**src/verilog/cpu_seq_pkg.sv**
```systemverilog
package cpu_seq_pkg;
  // widths of the sequencer
  localparam int          PC_W        = 12;             // program counter width
  localparam int          DATA_W      = 8;              // alu and accumulator width
  localparam int          INSTR_W     = 16;             // program word width
  localparam int          STACK_DEPTH = 6;              // return-address levels
  localparam int          AXI_AW      = 8;              // register byte address width
  // fixed addresses
  localparam logic [11:0] RESET_VECTOR = 12'h000;       // program start after reset
  localparam logic [11:0] IRQ_VECTOR   = 12'h004;       // interrupt entry address
  localparam logic [11:0] PC_STEP      = 12'h001;       // sequential advance
  // stack pointer marks
  localparam logic [2:0]  SP_EMPTY = 3'h0;              // nothing saved
  localparam logic [2:0]  SP_FULL  = 3'h6;              // all six levels in use
  localparam logic [2:0]  SP_STEP  = 3'h1;              // one level
  localparam logic [2:0]  SP_TOP   = 3'h5;              // index of the newest slot when full
  // register byte offsets
  localparam logic [7:0]  OFS_PCL  = 8'h00;             // pc_low_byte, write jumps in page
  localparam logic [7:0]  OFS_CTRL = 8'h04;             // run and interrupt enable
  localparam logic [7:0]  OFS_STAT = 8'h08;             // flags, stack full bit, phase
  localparam logic [7:0]  OFS_ACC  = 8'h0C;             // accumulator
  localparam logic [7:0]  OFS_PC   = 8'h10;             // full program counter
  localparam logic [7:0]  OFS_WORK = 8'h14;             // working register
  // control and status field positions
  localparam int          CTRL_RUN   = 0;               // sequencer advances when set
  localparam int          CTRL_INTEN = 1;               // interrupts accepted when set
  localparam logic        RUN_RESET   = 1'b1;           // run from reset
  localparam int          STAT_FLAG_LSB = 0;            // four flags c, ac, z, ov
  localparam int          STAT_FULL     = 4;            // stack full
  localparam int          STAT_SP_LSB   = 8;            // stack pointer field, not filled by reads, reads zero
  localparam int          STAT_PH_LSB   = 12;           // current phase
  // bus answers
  localparam logic [1:0]  RESP_OKAY   = 2'h0;
  localparam logic [1:0]  RESP_SLVERR = 2'h2;           // write to a read-only register
  localparam logic [1:0]  RESP_DECERR = 2'h3;           // unmapped address
  // instruction word fields
  localparam int          OP_MSB = 15;
  localparam int          OP_LSB = 13;
  localparam int          FN_MSB = 12;
  localparam int          FN_LSB = 9;
  localparam int          SK_MSB = 12;
  localparam int          SK_LSB = 11;
  localparam int          DST_BIT  = 8;                 // 1: register destination form
  localparam int          INTERRUPT_RETURN_BIT = 0;                 // return also re-enables interrupts
  // decimal adjust constants
  localparam logic [3:0]  BCD_MAX    = 4'h9;
  localparam logic [8:0]  BCD_ADJ_LO = 9'h006;
  localparam logic [8:0]  BCD_ADJ_HI = 9'h060;

  // four phases of one instruction cycle
  typedef enum logic [1:0] {PH_FETCH, PH_DECODE, PH_EXECUTE, PH_COMMIT} phase_e;
  // instruction classes
  typedef enum logic [2:0] {OP_NOP, OP_ALU, OP_JUMP, OP_CALL, OP_RETURN, OP_SKIP,
                            OP_PCLWR, OP_MOVE} opcode_e;
  // alu functions
  typedef enum logic [3:0] {ALU_ADD, ALU_ADC, ALU_SUB, ALU_SBC, ALU_DAA, ALU_AND, ALU_OR,
                            ALU_XOR, ALU_CPL, ALU_RR, ALU_RRC, ALU_RL, ALU_RLC, ALU_INC,
                            ALU_DEC, ALU_PASS} alu_e;
  // conditional skip kinds
  typedef enum logic [1:0] {SKIP_ZERO, SKIP_NONZERO, SKIP_INC_ZERO, SKIP_DEC_ZERO} skip_e;

  // status flags
  typedef struct packed {
    logic ov;
    logic z;
    logic ac;
    logic c;
  } flags_s;
  // alu result with flags
  typedef struct packed {
    logic [7:0] res;
    flags_s     flags;
  } alu_out_s;
  // axi4-lite master to slave
  typedef struct packed {
    logic        awvalid;
    logic [7:0]  awaddr;
    logic        wvalid;
    logic [31:0] wdata;
    logic [3:0]  wstrb;
    logic        bready;
    logic        arvalid;
    logic [7:0]  araddr;
    logic        rready;
  } axi_req_s;
  // axi4-lite slave to master
  typedef struct packed {
    logic        awready;
    logic        wready;
    logic        bvalid;
    logic [1:0]  bresp;
    logic        arready;
    logic        rvalid;
    logic [31:0] rdata;
    logic [1:0]  rresp;
  } axi_rsp_s;
endpackage : cpu_seq_pkg

```
**src/verilog/cpu_program_sequencer.sv**
```systemverilog
`timescale 1ns/10ps
// Summary of operation
// - four phases form one instruction cycle
// - first phase advances counter and starts fetch
// - later phases decode and execute previous word
// - fetch overlaps execute; one cycle per word
// - counter-changing instructions take one extra cycle
// - met skip discards fetched word, dummy cycle
// - sequential instructions advance counter by one
// - jump, call, interrupt, reset load target
// - twelve-bit counter, low byte and full value readable
// - low byte write jumps in page, dummy
// - six-level stack, hidden entries and pointer
// - call and interrupt acknowledge push counter
// - returns pop stack into counter
// - reset empties the stack
// - full stack withholds interrupt acknowledge
// - call on full stack drops oldest
// - eight-bit alu works through accumulator
// - alu operations update status flags
// - full alu set, both destination forms
// - reset starts execution at address zero
module cpu_program_sequencer
  import cpu_seq_pkg::*;
(
  // clock and reset
  input  wire  logic               ref_clk,
  input  wire  logic               nrst,
  // register bus
  input  wire  axi_req_s           axiReq,
  output       axi_rsp_s           axiRsp,
  // program memory
  output       logic [PC_W-1:0]    progAddr,
  output       logic               progRd,
  input  wire  logic [INSTR_W-1:0] progData,
  // interrupt logic
  input  wire  logic               irqReq,
  output       logic               irqAck,
  // observation
  output       phase_e             instrPhase
);

  // complete state of the sequencer
  typedef struct packed {
    phase_e                         phase;       // current phase
    logic [PC_W-1:0]                pc;          // next fetch address
    logic [PC_W-1:0]                fetchAddr;   // address on the memory port
    logic                           fetchRd;     // fetch strobe
    logic                           fetchLive;   // a fetch is outstanding
    logic [INSTR_W-1:0]             instr;       // word under execution
    logic [PC_W-1:0]                instrAddr;   // its address
    logic                           instrValid;  // low for a dummy cycle
    logic [STACK_DEPTH-1:0][PC_W-1:0] stack;     // return addresses
    logic [2:0]                     sp;          // levels in use
    logic [DATA_W-1:0]              acc;         // accumulator
    logic [DATA_W-1:0]              work;        // working register
    flags_s                         flags;       // status flags
    logic                           run;         // sequencer enable
    logic                           intEn;       // interrupt enable
    logic                           ack;         // acknowledge pulse
    logic                           pclPend;     // bus write to low byte waiting
    logic [DATA_W-1:0]              pclVal;      // byte written
    logic                           awready;     // bus write address ready
    logic                           wready;      // bus write data ready
    logic                           awHeld;      // address captured
    logic                           wHeld;       // data captured
    logic [AXI_AW-1:0]              awAddr;      // captured address
    logic [31:0]                    wData;       // captured data
    logic [3:0]                     wStrb;       // captured strobes
    logic                           bvalid;      // write response valid
    logic [1:0]                     bresp;       // write response code
    logic                           arready;     // read address ready
    logic                           rvalid;      // read data valid
    logic [31:0]                    rdata;       // read data
    logic [1:0]                     rresp;       // read response code
  } seq_s;

  logic [1:0] rstSync;   // reset release chain
  logic       rstN;      // synchronised reset
  seq_s       s_reg;     // registered state
  seq_s       s_next;    // next state

  // alu: a is the accumulator, b the second operand, u the single operand
  function automatic alu_out_s alu_calc(input alu_e fn, input logic [7:0] a,
                                        input logic [7:0] b, input logic [7:0] u,
                                        input flags_s f);
    alu_out_s   o;
    logic [7:0] bb;
    logic       cin;
    logic [8:0] sum;
    logic [4:0] half;
    logic [8:0] adj;
    o = '{res: u, flags: f};
    bb = ((fn == ALU_SUB) || (fn == ALU_SBC)) ? ~b : b;
    cin = (fn == ALU_ADC) || (fn == ALU_SBC) ? f.c : (fn == ALU_SUB);
    sum = {1'b0, a} + {1'b0, bb} + {8'h00, cin};
    half = {1'b0, a[3:0]} + {1'b0, bb[3:0]} + {4'h0, cin};
    adj = {1'b0, u};
    unique case (fn)
      // add and subtract share one adder; carry set means no borrow
      ALU_ADD, ALU_ADC, ALU_SUB, ALU_SBC: begin
        o.res = sum[7:0];
        o.flags.c = sum[8];
        o.flags.ac = half[4];
        o.flags.ov = (a[7] == bb[7]) && (sum[7] != a[7]);
      end
      // decimal adjust of the operand
      ALU_DAA: begin
        if ((u[3:0] > BCD_MAX) || f.ac) begin
          adj = adj + BCD_ADJ_LO;
        end
        if ((adj[7:4] > BCD_MAX) || f.c || adj[8]) begin
          adj = adj + BCD_ADJ_HI;
        end
        o.res = adj[7:0];
        o.flags.c = adj[8] | f.c;
      end
      ALU_AND:  o.res = a & b;
      ALU_OR:   o.res = a | b;
      ALU_XOR:  o.res = a ^ b;
      ALU_CPL:  o.res = ~u;
      ALU_RR:   o.res = {u[0], u[7:1]};
      // rotates through carry
      ALU_RRC: begin
        o.res = {f.c, u[7:1]};
        o.flags.c = u[0];
      end
      ALU_RL:   o.res = {u[6:0], u[7]};
      ALU_RLC: begin
        o.res = {u[6:0], f.c};
        o.flags.c = u[7];
      end
      ALU_INC:  o.res = u + 8'h01;
      ALU_DEC:  o.res = u - 8'h01;
      ALU_PASS: o.res = b;
    endcase
    // zero flag follows every result except the four rotates
    if (!((fn == ALU_RR) || (fn == ALU_RRC) || (fn == ALU_RL) || (fn == ALU_RLC))) begin
      o.flags.z = (o.res == 8'h00);
    end
    return o;
  endfunction : alu_calc

  // reset release through two flip-flops
  always_ff @(posedge ref_clk or negedge nrst) begin
    if (!nrst) begin
      rstSync <= 2'b00;
    end else begin
      rstSync <= {rstSync[0], 1'b1};
    end
  end
  assign rstN = rstSync[1];

  // next-state logic
  always_comb begin
    opcode_e         op;
    alu_out_s        ao;
    logic            branch;
    logic            flush;
    logic            doPush;
    logic            doPop;
    logic [PC_W-1:0] target;
    logic [PC_W-1:0] pushVal;
    logic [PC_W-1:0] popVal;
    logic [PC_W-1:0] pcBase;
    logic [7:0]      skipVal;
    logic            wrEn;
    s_next = s_reg;
    op = opcode_e'(s_reg.instr[OP_MSB:OP_LSB]);
    ao = alu_calc(alu_e'(s_reg.instr[FN_MSB:FN_LSB]), s_reg.acc,
                  s_reg.instr[DST_BIT] ? s_reg.work : s_reg.instr[7:0],
                  s_reg.instr[DST_BIT] ? s_reg.work : s_reg.acc, s_reg.flags);
    branch = 1'b0;
    flush = 1'b0;
    doPush = 1'b0;
    doPop = 1'b0;
    target = s_reg.pc;
    pushVal = s_reg.instrAddr + PC_STEP;
    popVal = (s_reg.sp == SP_EMPTY) ? s_reg.stack[0] : s_reg.stack[s_reg.sp - SP_STEP];
    pcBase = s_reg.pc;
    skipVal = 8'h00;
    wrEn = 1'b0;
    s_next.fetchRd = 1'b0;
    s_next.ack = 1'b0;

    // phase sequencer: three phases pass, the fourth commits
    if (s_reg.run) begin
      unique case (s_reg.phase)
        PH_FETCH:   s_next.phase = PH_DECODE;
        PH_DECODE:  s_next.phase = PH_EXECUTE;
        PH_EXECUTE: s_next.phase = PH_COMMIT;
        PH_COMMIT: begin
          s_next.phase = PH_FETCH;
          if (s_reg.instrValid && irqReq && s_reg.intEn && (s_reg.sp != SP_FULL)) begin
            // interrupt entry replaces the word; its address is saved to rerun it
            pushVal = s_reg.instrAddr;
            doPush = 1'b1;
            branch = 1'b1;
            target = IRQ_VECTOR;
            s_next.intEn = 1'b0;
            s_next.ack = 1'b1;
          end else if (s_reg.instrValid) begin
            unique case (op)
              OP_NOP: ;
              // alu result goes to accumulator or working register
              OP_ALU: begin
                s_next.flags = ao.flags;
                if (s_reg.instr[DST_BIT]) begin
                  s_next.work = ao.res;
                end else begin
                  s_next.acc = ao.res;
                end
              end
              OP_JUMP: begin
                branch = 1'b1;
                target = s_reg.instr[PC_W-1:0];
              end
              OP_CALL: begin
                doPush = 1'b1;
                branch = 1'b1;
                target = s_reg.instr[PC_W-1:0];
              end
              OP_RETURN: begin
                doPop = 1'b1;
                branch = 1'b1;
                target = popVal;
                if (s_reg.instr[INTERRUPT_RETURN_BIT]) begin
                  s_next.intEn = 1'b1;
                end
              end
              // condition met: drop the prefetched word
              OP_SKIP: begin
                unique case (skip_e'(s_reg.instr[SK_MSB:SK_LSB]))
                  SKIP_ZERO:     flush = (s_reg.acc == 8'h00);
                  SKIP_NONZERO:  flush = (s_reg.acc != 8'h00);
                  SKIP_INC_ZERO: begin
                    skipVal = s_reg.work + 8'h01;
                    s_next.work = skipVal;
                    flush = (skipVal == 8'h00);
                  end
                  SKIP_DEC_ZERO: begin
                    skipVal = s_reg.work - 8'h01;
                    s_next.work = skipVal;
                    flush = (skipVal == 8'h00);
                  end
                endcase
              end
              // program writes the accumulator into the low byte
              OP_PCLWR: begin
                branch = 1'b1;
                target = {s_reg.pc[PC_W-1:DATA_W], s_reg.acc};
              end
              OP_MOVE: begin
                if (s_reg.instr[DST_BIT]) begin
                  s_next.work = s_reg.acc;
                end else begin
                  s_next.acc = s_reg.instr[7:0];
                end
              end
            endcase
          end
          // a bus write to the low byte jumps within the page when no other branch
          if (!branch && s_reg.pclPend) begin
            branch = 1'b1;
            target = {s_reg.pc[PC_W-1:DATA_W], s_reg.pclVal};
            s_next.pclPend = 1'b0;
          end
          flush = flush | branch;
          // load target or keep sequential address, then fetch and advance
          pcBase = branch ? target : s_reg.pc;
          s_next.fetchAddr = pcBase;
          s_next.pc = pcBase + PC_STEP;
          s_next.fetchRd = 1'b1;
          s_next.fetchLive = 1'b1;
          // word fetched this cycle becomes next to execute, unless discarded
          s_next.instr = progData;
          s_next.instrAddr = s_reg.fetchAddr;
          s_next.instrValid = s_reg.fetchLive && !flush;
        end
      endcase
    end

    // stack push; when full the oldest entry falls out
    if (doPush) begin
      if (s_reg.sp == SP_FULL) begin
        for (int i = 0; i < STACK_DEPTH - 1; i++) begin
          s_next.stack[i] = s_reg.stack[i + 1];
        end
        s_next.stack[SP_TOP] = pushVal;
      end else begin
        s_next.stack[s_reg.sp] = pushVal;
        s_next.sp = s_reg.sp + SP_STEP;
      end
    end else if (doPop && (s_reg.sp != SP_EMPTY)) begin
      s_next.sp = s_reg.sp - SP_STEP;
    end

    // bus: capture write address and data in either order
    if (s_reg.awready && axiReq.awvalid) begin
      s_next.awready = 1'b0;
      s_next.awHeld = 1'b1;
      s_next.awAddr = axiReq.awaddr;
    end
    if (s_reg.wready && axiReq.wvalid) begin
      s_next.wready = 1'b0;
      s_next.wHeld = 1'b1;
      s_next.wData = axiReq.wdata;
      s_next.wStrb = axiReq.wstrb;
    end
    // both held: perform the write and answer
    if (s_reg.awHeld && s_reg.wHeld && !s_reg.bvalid) begin
      s_next.awHeld = 1'b0;
      s_next.wHeld = 1'b0;
      s_next.bvalid = 1'b1;
      s_next.bresp = RESP_OKAY;
      wrEn = s_reg.wStrb[0];
      unique case (s_reg.awAddr)
        OFS_PCL: begin
          if (wrEn) begin
            s_next.pclPend = 1'b1;
            s_next.pclVal = s_reg.wData[7:0];
          end
        end
        OFS_CTRL: begin
          if (wrEn) begin
            s_next.run = s_reg.wData[CTRL_RUN];
            s_next.intEn = s_reg.wData[CTRL_INTEN];
          end
        end
        OFS_STAT, OFS_ACC, OFS_PC, OFS_WORK: s_next.bresp = RESP_SLVERR;
        default: s_next.bresp = RESP_DECERR;
      endcase
    end
    // response taken: ready for the next write
    if (s_reg.bvalid && axiReq.bready) begin
      s_next.bvalid = 1'b0;
      s_next.awready = 1'b1;
      s_next.wready = 1'b1;
    end
    // bus read: low byte of the counter reads as pc_low_byte, the full counter at OFS_PC
    if (s_reg.arready && axiReq.arvalid) begin
      s_next.arready = 1'b0;
      s_next.rvalid = 1'b1;
      s_next.rdata = 32'h0000_0000;
      s_next.rresp = RESP_OKAY;
      unique case (axiReq.araddr)
        OFS_PCL:  s_next.rdata[DATA_W-1:0] = s_reg.pc[DATA_W-1:0];
        OFS_CTRL: begin
          s_next.rdata[CTRL_RUN] = s_reg.run;
          s_next.rdata[CTRL_INTEN] = s_reg.intEn;
        end
        OFS_STAT: begin
          s_next.rdata[STAT_FLAG_LSB +: 4] = s_reg.flags;
          s_next.rdata[STAT_FULL] = (s_reg.sp == SP_FULL);
          s_next.rdata[STAT_PH_LSB +: 2] = s_reg.phase;
        end
        OFS_ACC:  s_next.rdata[DATA_W-1:0] = s_reg.acc;
        OFS_PC:   s_next.rdata[PC_W-1:0] = s_reg.pc;
        OFS_WORK: s_next.rdata[DATA_W-1:0] = s_reg.work;
        default:  s_next.rresp = RESP_DECERR;
      endcase
    end
    // read data taken
    if (s_reg.rvalid && axiReq.rready) begin
      s_next.rvalid = 1'b0;
      s_next.arready = 1'b1;
    end
  end

  // state register
  always_ff @(posedge ref_clk or negedge rstN) begin
    if (!rstN) begin
      s_reg <= '0;
      s_reg.phase <= PH_COMMIT;       // first edge starts a fetch
      s_reg.pc <= RESET_VECTOR;
      s_reg.sp <= SP_EMPTY;
      s_reg.run <= RUN_RESET;
      s_reg.awready <= 1'b1;
      s_reg.wready <= 1'b1;
      s_reg.arready <= 1'b1;
    end else begin
      s_reg <= s_next;
    end
  end

  // outputs straight from the state register
  assign progAddr = s_reg.fetchAddr;
  assign progRd = s_reg.fetchRd;
  assign irqAck = s_reg.ack;
  assign instrPhase = s_reg.phase;
  assign axiRsp = '{awready: s_reg.awready, wready: s_reg.wready, bvalid: s_reg.bvalid,
                    bresp: s_reg.bresp, arready: s_reg.arready, rvalid: s_reg.rvalid,
                    rdata: s_reg.rdata, rresp: s_reg.rresp};

endmodule : cpu_program_sequencer

```
**config.mk**
```make
export PLATFORM = sky130hd
export DESIGN_NAME = cpu_program_sequencer
export DESIGN_NICKNAME = d
export VERILOG_FILES = /design/src/verilog/cpu_seq_pkg.sv /design/src/verilog/cpu_program_sequencer.sv
export SDC_FILE = /design/constraint.sdc
export NUM_CORES = 1
export LEC_CHECK = 0
export ABC_AREA = 0
export BUFFER_PORTS_ARGS = -buffer_cell sky130_fd_sc_hd__buf_2
export CORE_ASPECT_RATIO = 1.5
export CORE_MARGIN = 2
export CORE_UTILIZATION = 36
export DETAILED_ROUTE_END_ITERATION = 8
export SYNTH_ARGS = -nofsm -noshare
export SYNTH_HDL_FRONTEND = slang
export SYNTH_SLANG_ARGS = --single-unit
export TNS_END_PERCENT = 50
```
**constraint.sdc**
```tcl
create_clock -name ref_clk -period 6.4 [get_ports ref_clk]
set_input_delay 1.28 -clock ref_clk [delete_from_list [all_inputs] [get_ports ref_clk]]
set_output_delay 1.28 -clock ref_clk [all_outputs]
set_load 0.03 [all_outputs]
```
* Word level (Yosys, flattened, before mapping)
Cells that the tools add are included.
Cells by class: equal/unequal tests 48, multiplexer cells 95, order comparisons 5, bitwise operators 9, reduce and logical (&&, ||, !) cells 64, add/sub/neg operators 14
Operators by type and width (number):
- $mux W12 | 12
- $pmux W8 S13 | 1
- $bwmux W72 | 1
- $mux W72 | 1
- $mux W9 | 7
- $mux W31 | 2
- $mux W8 | 7
- $logic_not A8 Y1 | 6
- $mux W1 | 38
- $bmux W12 S3 | 1
- $demux W12 S3 | 1
- $mux W36 | 1
- $pmux W12 S3 | 1
- $eq A4 B4 Y1 const B | 8
- $eq A8 B4 Y1 const B | 4
- $eq A8 B5 Y1 const B | 4
- $pmux W8 S2 | 2
- $add A12 B1 Y12 const B | 2
- $pmux W8 S3 | 1
- $mux W3 | 6
- $reduce_and A6 Y1 | 3
- $add A8 B1 Y8 const B | 2
- $eq A4 B3 Y1 const B | 4
- $eq A8 B3 Y1 const B | 2
- other kinds (55) | 118
Storage, ports and cells: input bits 76, flip-flop bits (word level) 208, output and inout port bits 57

* Longest topological paths before layout
Gate-level depths: netlist (run 1).
depth after elaboration 17, depth in mapped cells 17

* Worst setup path before layout (run 1)
No wires, ideal clock.
path type register to register, start point reg s_reg[218] in the netlist's numbering, end point reg s_reg[101] in the netlist's numbering, data arrival time 3.477 ns, buffers on the path 1, path slack 2.849 ns, required time 6.326 ns, cell stages (with the launch flop) 16, clock period less this slack 3.551 ns, setup time 0.074 ns, path through dfrtp_1 > clkbuf_1 > clkinv_1 > nand2_1 > nor2_1 > xnor2_1 > fa_1 > fa_1 > nand2b_1 > a21oi_1 > o21a_1 > o21ai_0 > a21oi_1 > a221oi_2 > or3_1 > o21ai_2
Between the ends: longest elaborated chain between the ends 7, elaborated cells between the ends (all ways) 30, those cells by class 2 x add/sub; 15 x eq/ne; 3 x mux; 1 x bitwise; 9 x reduce/logical
RTL lines:
- start: declaration | RTL line cpu_program_sequencer.sv:80 | seq_s s_reg;
- start signal: assignment | RTL line cpu_program_sequencer.sv:382 | s_reg <= s_next;
- $eq A4 B2 Y1 | RTL line cpu_program_sequencer.sv:94, cpu_program_sequencer.sv:95, cpu_program_sequencer.sv:99
- $logic_or A1 B1 Y1 | RTL line cpu_program_sequencer.sv:94 | bb = ((fn == ALU_SUB) || (fn == ALU_SBC)) ? ~b : b;
- $mux W8 | RTL line cpu_program_sequencer.sv:94
- $add A8 B8 Y9 | RTL line cpu_program_sequencer.sv:96 | sum = {1'b0, a} + {1'b0, bb} + {8'h00, cin};
- $add A9 B1 Y9 | RTL line cpu_program_sequencer.sv:96
- $pmux W8 S13 | RTL line cpu_program_sequencer.sv:99 | unique case (fn)
- $logic_not A8 Y1 | RTL line cpu_program_sequencer.sv:139 | o.flags.z = (o.res == 8'h00);
Parallel ways exist; a longest one is shown, timed or not. A chain may end at the register's enable or synchronous reset.

* Worst setup path in the final report (run 1)
start point reg s_reg[219] in the netlist's numbering, end point reg s_reg[107] in the netlist's numbering
Between the ends: longest elaborated chain between the ends 8, elaborated cells between the ends (all ways) 31, those cells by class 2 x add/sub; 18 x eq/ne; 6 x mux; 5 x reduce/logical
RTL lines:
- $eq A4 B2 Y1 | RTL line cpu_program_sequencer.sv:94, cpu_program_sequencer.sv:95, cpu_program_sequencer.sv:99
- $logic_or A1 B1 Y1 | RTL line cpu_program_sequencer.sv:94
- $mux W8 | RTL line cpu_program_sequencer.sv:94
- $add A8 B8 Y9 | RTL line cpu_program_sequencer.sv:96
- $add A9 B1 Y9 | RTL line cpu_program_sequencer.sv:96
- $pmux W8 S13 | RTL line cpu_program_sequencer.sv:99
- $mux W8 | RTL line cpu_program_sequencer.sv:208 | if (s_reg.instr[DST_BIT]) begin
- $pmux W8 S3 | RTL line cpu_program_sequencer.sv:203 | unique case (op)
Parallel ways exist; a longest one is shown, timed or not. The select of a mux whose other input is x is not followed.

==> flow_summary.toml, run 1 <==
[final_layout]
synthToLayoutAreaGrowth_pct = 8.74
largest_reg_flops = 167
layout-drive-gt1-share_pct = 15.5
final_cell_mix = "nand2_1, dfrtp_1, o21ai_0"
final_common_cell = "nand2_1"
diodes = 0
final_nets = 1727

[sta]
finalCriticalPeriod_ns = 4.71
tightest_slew_ns = 1.01
timing.slew.headroom_pct = 32.5
rsz0062_at_grt = "no"
hold_violations = 0
final.setup.tns_ns = 0
fin_crit_sh_pct = 73.6
maxSlewViolCount = 0
clock.fmax_mhz = 212
fin_hold_ws_ns = 0.350
setup_viol = 0
skew_ns = 0.0295

[pwr]
pwr-share-seq_pct = 48.2
power_density_nw_per_um2 = 208
pwr-share-comb_pct = 11.9
clock_power_share_pct = 39.9
swShare_pct = 27.2
ir_worst_vdd_v = 0.000141
switching_power_uw = 852
p_leak_nw = 6.50
p_int_mw = 2.28

[floorplan]
start_util_pct = 36.3
dieArea_um2 = 40100
die_h_um = 244
die_w_um = 164
pin_count = 133
core.rowCount = 88
core_region_area_um2 = 38200

[synthesis]
async_flop_share_pct = 100
synth_mux_area_share_pct = 9.34
synth_simple_gate_area_share_pct = 16.1
synth_edf_count = 0
avgSynthCellArea_um2 = 8.64
synthFlopType = "dfrtp_1"
postSynthCellCount = 1604
syn_area_um2 = 13900
synth_cell_types = 87
synth-seq-cells = 207
synth_top_family_by_area = "compound AO/OA/AOI/OAI gates"
yosys.area_share.adder_pct = 4.31
yosys_warnings = 0
yosysSeqAreaShare_pct = 37.4
synthXorXnorAreaFrac_pct = 3.40
synth_compound_area_share_pct = 21.4

[global_route]
grtUsageTotal_pct = 21.7
antenna_found_initial = 0
grt_overflow = 0
grt_pass1_wl_um = 67600
grt_pass1_vias = 11800
grt_start_max_net_pins = 152

[clocking]
clk_path_buf_depth = 3
insertion_delay_ns = 0.53
post_cts_buffers = 0
cts.sinks = 207
cts_resized = 0
htree_num_levels = 1
cts-buffers-inserted = 22
cts-hold-fix-buffers = 0
clk_transition_reported_paths_ns = 0.06
tritoncts = "done"
clock-root-buffer = "clkbuf_16"

[hold_path]
hp-class = "reg2reg"

[route]
detail-route-antenna-nets = 0
dr.first_iter.drc_count = 1014
via_per_inst = 5.70
vias = 12000
routed_wl_um = 43900
routedWlPerCell_um = 20.8
firstDrtPassIters = 5
route.detailed.drc = 0

[critical_path]
crit_arrival_ns = 5.16
worstPathMaxFanout = 34
end_kind = "register"
path_class = "reg2reg"
crit_required_ns = 6.85
start_kind = "register"

[place]
routabilityCongestion = 0.964
dp_hpwl_um = 32100
portBuffers = 87

[outcome]
status = "completed"

[job]
drv_cap = 0
-- metrics by stage --
| step | instance area [um2] | total power [mW] | util, % | std cells | worst slack [ns] |
|---|---|---|---|---|---|
| 6_report | 15100 | 3.14 | 39.5 | 2113 | 1.69 |
| 5_1_grt | 15100 | 3.27 | 39.5 | 2113 | 1.55 |
| 4_1_cts | 15100 | 3.17 | 39.5 | 2113 | 1.75 |
| 3_5_place_dp | 14400 | 1.92 | 37.7 | 2076 | 1.78 |
| 3_3_place_gp | 14400 | 1.90 | 37.7 | 2076 | 1.82 |
| 2_1_floorplan | 13900 | 1.83 | - | 1621 | 0.215 |
-- metal layers --
metal  vias up  global-route usage [%]  share of wire (%)
li1       5622                       -                  -
met1      5863                    23.6                 36
met2       426                    40.1                 53
met3       126                    2.04                4.4
met4         0                    13.2                6.7
met5         -                       0                  0
-- path summary, 6_finish.rpt --
kind / startpoint / endpoint / slack (ns) / cells past startpoint
worst max-delay path: s_reg[219] / s_reg[107] / 1.69 / 15
max in group asynchronous: rstSync[1] / s_reg[153] / 4.75 / 1
min in group asynchronous: rstSync[1] / s_reg[79] / 0.39 / 0
worst min-delay path: rstSync[0] / rstSync[1] / 0.35 / 0
worst max register to register: s_reg[219] / s_reg[107] / 1.69 / 15
worst min register to register: rstSync[0] / rstSync[1] / 0.35 / 0
-- final cells by class --
cell class	count	area [um2]
tap	495	619
clock buffer	32	629
timing repair buffer	118	681
fill	3778	23100
sequential	207	5190
clock inverter	5	56.3
multi-input combinational	1192	7660
inverter	64	240
-- logic make-up (layout without fill, tap and decap cells) --
family                   count (synthesis)  in the layout
flip-flops                             207            207
AO/OA/AOI/OAI                          475            475
XOR/XNOR                                53             53
other                                    2             19
multiplexers                           102            102
buffers and inverters                  222            219
adder cells (fa/ha/maj)                 46             46
AND/OR/NAND/NOR                        497            497
-- worst max-delay path, stage by stage (launching register included) --
cell and delay (ns):
dfrtp_1 0.36, buf_4 0.24, inv_1 0.26, nand2_1 0.29, nor2_1 0.84, xnor2_1 0.22, fa_1 0.56, fa_1 0.46
nand2b_1 0.18, nand2b_1 0.07, a21oi_1 0.08, xnor2_1 0.35, o22ai_1 0.13, a21o_1 0.22, a211oi_1 0.26, a21o_1 0.11
-- cells in the mapped netlist, types with 15 or more instances --
| library cell | n | area share, % |
|---|---|---|
| dfrtp_1 | 201 | 36 |
| nand3_1 | 38 | 1.4 |
| inv_1 | 60 | 1.6 |
| xnor2_1 | 42 | 2.7 |
| clkbuf_1 | 75 | 2.0 |
| o21ai_0 | 170 | 6.1 |
| nor2_1 | 70 | 1.9 |
| buf_4 | 58 | 3.1 |
| ha_1 | 43 | 3.9 |
| a22oi_1 | 68 | 3.7 |
| a211oi_1 | 20 | 1.1 |
| a31oi_1 | 18 | 0.81 |
| o22ai_1 | 15 | 0.68 |
| mux2i_1 | 31 | 2.2 |
| a21oi_1 | 84 | 3.0 |
| nor3_1 | 33 | 1.2 |
| mux2_2 | 50 | 4.1 |
| nand2_1 | 270 | 7.3 |
| o31ai_1 | 15 | 0.81 |
-- power groups by stage --
stage / sequential, mW / combinational [mW] / clock [mW]
3_3_place_gp: 1.53 / 0.369 / 0
5_1_grt: 1.53 / 0.414 / 1.33
3_5_place_dp: 1.54 / 0.379 / 0
2_1_floorplan: 1.51 / 0.326 / 0
4_1_cts: 1.51 / 0.379 / 1.28
6_report: 1.51 / 0.374 / 1.25
Note: power is estimated with default switching activity, not from simulation.
==> run 2: changes to the inputs <==
- clock period: 6.4 -> 4.1 ns (I/O delays scaled with it)
==> flow_summary.toml, run 2 (synthesized netlist as in run 1, its figures left out) <==
[floorplan]
die_h_um = 244
pin_count = 133
die_w_um = 164
core.rowCount = 88
dieArea_um2 = 40100
core_region_area_um2 = 38200
start_util_pct = 36.3

[clocking]
cts.sinks = 207
post_cts_buffers = 0
tritoncts = "done"
htree_num_levels = 1
cts_resized = 0
cts-buffers-inserted = 21
clock-root-buffer = "clkbuf_16"
clk_transition_reported_paths_ns = 0.07
cts-hold-fix-buffers = 0
clk_path_buf_depth = 3
insertion_delay_ns = 0.51

[critical_path]
crit_arrival_ns = 4.04
path_class = "reg2reg"
r2r_start = "s_reg[215]"
path_buf_inv = 3
end_kind = "register"
crit_start = "s_reg[215]"
start_kind = "register"
crit_chain = "buf_12 -> mux2i_1 -> inv_1 -> ha_1 -> nand3_1 -> o211ai_1 -> o41ai_1 -> mux2i_1 -> a211oi_1 -> buf_4 -> a22oi_1 -> o21ai_0 -> o21ai_0"
critical_path.top_delay_family = "compound AO/OA/AOI/OAI gates"
critPathMaxStageDelay_ns = 0.54
crit_required_ns = 4.51
slowest_stage = "o41ai_1"
worstPathMaxFanout = 30

[pwr]
clock_power_share_pct = 40.8
ir_worst_vdd_v = 0.000300
pwr-share-seq_pct = 47.2
p_total_mw = 4.99
pwr-share-comb_pct = 12.1
swShare_pct = 26.8
p_leak_nw = 6.67
p_int_mw = 3.65
power_density_nw_per_um2 = 325
switching_power_mw = 1.34

[final_layout]
finalCoreUtilization_pct = 40.2
final_common_cell = "nand2_1"
final_cell_mix = "nand2_1, dfrtp_1, o21ai_0"
synthToLayoutAreaGrowth_pct = 10.8
largest_reg_flops = 167
final_nets = 1757
fin_area_um2 = 15400
diodes = 0
layout-drive-gt1-share_pct = 17.4

[sta]
skew_ns = 0.0142
maxSlewViolCount = 0
clock.fmax_mhz = 275
final.setup.tns_ns = 0
setup_viol = 0
fin_hold_ws_ns = 0.0922
tightest_slew_ns = 1.17
finalCriticalPeriod_ns = 3.64
hold_violations = 0
timing.slew.headroom_pct = 20.9
fin_crit_sh_pct = 88.7
rsz0062_at_grt = "no"

[job]
drv_cap = 0

[route]
detail-route-antenna-nets = 0
firstDrtPassIters = 6
route.detailed.drc = 0
via_per_inst = 5.67
dr.first_iter.drc_count = 948
routedWlPerCell_um = 20.9
routed_wl_um = 44800
vias = 12200

[global_route]
grt_pass1_wl_um = 69500
grt_start_max_net_pins = 79
antenna_found_initial = 0
grt_pass1_vias = 12100
grtUsageTotal_pct = 22.4
grt_overflow = 0

[outcome]
status = "completed"

[hold_path]
hp-class = "in2async"

[place]
portBuffers = 87
routabilityCongestion = 0.978
dp_hpwl_um = 33300
placed_area_um2 = 14600
-- run 2: cell types whose count changed in the layout (fill, tap and decap cells not counted) --
cell	before	now
buf_4	30	59
clkbuf_1	7	1
o21ai_0	166	170
o21ai_1	12	8
buf_12	1	3
bufinv_16	1	3
clkbuf_16	23	21
clkbuf_8	2	4
clkinv_2	2	4
clkinvlp_4	1	3
nor3_1	32	33
nor3_2	1	0
nor4_2	1	2
nor4_4	1	0
-- run 2: final timing paths --
check / cells after the start / slack [ns] / endpoint
setup / recovery: 13 / 0.46 / s_reg[110]
hold / removal: 1 / 0.09 / rstSync[1]
min in group ref_clk: 0 / 0.35 / rstSync[1]
max in group asynchronous: 1 / 2.66 / axiRsp[35]
setup reg to reg: 13 / 0.46 / s_reg[110]
hold reg to reg: 0 / 0.35 / rstSync[1]
-- run 2: power by group through the flow --
stage,Clock [mW],Sequential (mW),Combinational (mW)
3_5_place_dp,0,2.40,0.608
3_3_place_gp,0,2.39,0.596
6_report,2.03,2.35,0.603
4_1_cts,2.08,2.36,0.611
5_1_grt,2.16,2.37,0.669
2_1_floorplan,0,2.35,0.509
-- run 2: final cells by class --
type                       count  area [um2]
fill                        3884       22800
clock buffer                  26         584
timing repair buffer         149         938
clock inverter                11         141
sequential                   207        5190
inverter                      64         240
multi-input combinational   1192        7650
tap                          495         619
-- run 2: per-stage QoR --
step           cells  worst slack, ns
2_1_floorplan   1621            0.549
3_3_place_gp    2107            0.476
3_5_place_dp    2107            0.554
4_1_cts         2144            0.523
5_1_grt         2144            0.321
6_report        2144            0.462
-- run 2: worst reg2reg max path: stages, from the launching register on --
cell      delay [ns]
dfrtp_1         0.40
buf_12          0.23
mux2i_1         0.32
inv_1           0.13
ha_1            0.37
nand3_1         0.14
o211ai_1        0.12
o41ai_1         0.54
mux2i_1         0.28
a211oi_1        0.08
buf_4           0.17
a22oi_1         0.41
o21ai_0         0.13
o21ai_0         0.22
-- run 2: layer usage --
| layer | GRT usage [%] | part of all wire [%] | vias up |
|---|---|---|---|
| met5 | 0 | 0 | - |
| met1 | 24.2 | 36 | 5976 |
| met4 | 14.6 | 7.3 | 0 |
| li1 | - | - | 5689 |
| met3 | 2.02 | 3.9 | 138 |
| met2 | 40.9 | 53 | 353 |
==> run 3: changes to the inputs <==
- CORE_UTILIZATION: 36 -> 30
- clock period: 4.1 -> 4.3 ns (I/O delays scaled with it)
==> flow_summary.toml, run 3 (synthesized netlist as in run 1, its figures left out) <==
[outcome]
status = "completed"

[sta]
skew_ns = 0.0202
hold_violations = 0
setup_ws_ns = 0.577
setup_viol = 0
fin_crit_sh_pct = 86.6
clock.fmax_mhz = 269
maxSlewViolCount = 0
final.setup.tns_ns = 0
timing.slew.headroom_pct = 27.8
tightest_slew_ns = 1.07
rsz0062_at_grt = "no"
finalCriticalPeriod_ns = 3.72

[critical_path]
crit_arrival_ns = 4.14
slowest_stage = "a221oi_2"
start_kind = "register"
r2r-end = "s_reg[109]"
path_buf_inv = 2
path_class = "reg2reg"
r2r_start = "s_reg[215]"
crit_chain = "buf_12 -> mux2i_4 -> inv_2 -> fa_1 -> a211oi_1 -> o21bai_1 -> a21oi_1 -> xnor2_1 -> a21oi_1 -> a221oi_2 -> nor2_1 -> o31ai_1"
regToRegSetupSlack_ns = 0.58
r2r_cells = 12
end_kind = "register"
cp_common_cell = "a21oi_1"
crit_start = "s_reg[215]"
worstPathMaxFanout = 28
critPathMaxStageDelay_ns = 0.58
crit_required_ns = 4.72
critical_path.top_delay_family = "compound AO/OA/AOI/OAI gates"

[clocking]
tritoncts = "done"
htree_num_levels = 1
cts.sinks = 207
insertion_delay_ns = 0.52
clock-root-buffer = "clkbuf_16"
post_cts_buffers = 0
cts-buffers-inserted = 22
cts_resized = 0
clk_path_buf_depth = 3
clk_transition_reported_paths_ns = 0.07
cts-hold-fix-buffers = 0

[route]
detail-route-antenna-nets = 0
vias = 12200
firstDrtPassIters = 6
route.detailed.drc = 0
routedWlPerCell_um = 20.9
dr.first_iter.drc_count = 989
via_per_inst = 5.48
routed_wl_um = 46600

[final_layout]
final_common_cell = "nand2_1"
fillCellCount = 4807
synthToLayoutAreaGrowth_pct = 11.5
diodes = 0
largest_reg_flops = 167
layout-drive-gt1-share_pct = 17.0
final_cell_mix = "nand2_1, dfrtp_1, o21ai_0"
final_nets = 1755
finalCoreUtilization_pct = 33.9

[global_route]
antenna_found_initial = 0
grt_pass1_wl_um = 71000
grtUsageTotal_pct = 18.9
grt_pass1_vias = 12200
grt_start_max_net_pins = 93
grt_overflow = 0

[floorplan]
die_w_um = 180
core.rowCount = 96
start_util_pct = 30.4
dieArea_um2 = 48000
pin_count = 133
core_region_area_um2 = 45600
die_h_um = 267

[place]
dpl_worst_slack_ns = 0.701
routabilityCongestion = 0.931
portBuffers = 87
dp_hpwl_um = 34700

[pwr]
power_density_nw_per_um2 = 311
p_leak_nw = 6.66
ir_worst_vdd_v = 0.000193

[hold_path]
hp-class = "in2async"

[job]
drv_cap = 0
==> run 3: changes by cell type in the layout (fill, tap and decap cells not counted), sizes merged <==
| cell | before | now |
|---|---|---|
| buf | 149 | 146 |
| clkbuf | 26 | 29 |
| clkinvlp | 3 | 1 |
| inv | 62 | 61 |
==> run 3: per-layer routing <==
layer	wire length, um	global-route usage, %
met5	0	0
met4	3360	13.1
met3	1950	1.77
met2	24900	35.7
met1	16400	19.6
==> run 3: final cells by class <==
| type | instances | area, um2 | share of cell area [%] |
|---|---|---|---|
| repair buffers | 146 | 903 | 5.84 |
| clock buffers | 29 | 618 | 4.00 |
| well taps | 588 | 736 | 4.76 |
| clock inverters | 8 | 121 | 0.785 |
| inverters | 64 | 240 | 1.55 |
| multi-input cells | 1192 | 7650 | 49.5 |
| flip-flops and latches | 207 | 5190 | 33.6 |
==> run 3: worst max path at each step <==
stage,to,slack (ns),cells past startpoint
2_1_floorplan,s_reg[101],0.75,15
3_3_place_gp,s_reg[109],0.74,12
3_5_place_dp,s_reg[109],0.70,12
4_1_cts,s_reg[109],0.64,12
5_1_grt,s_reg[109],0.46,12
6_report,s_reg[109],0.58,12
==> run 3: power breakdown <==
part           total, mW  internal (mW)  switching [mW]
clock network       1.99           1.19           0.798
logic              0.579          0.224           0.356
registers           2.25           2.11           0.136
==> run 3: stage by stage <==
step | area [um2] | hold slack (ns) | cells | power (mW)
after floorplan | 13900 | 0.331 | 1621 | 2.73
after global placement | 14700 | 0.339 | 2197 | 2.85
after detailed placement | 14700 | 0.344 | 2197 | 2.87
after CTS | 15500 | 0.111 | 2234 | 4.87
after global routing | 15500 | 0.103 | 2234 | 5.02
final | 15500 | 0.130 | 2234 | 4.81
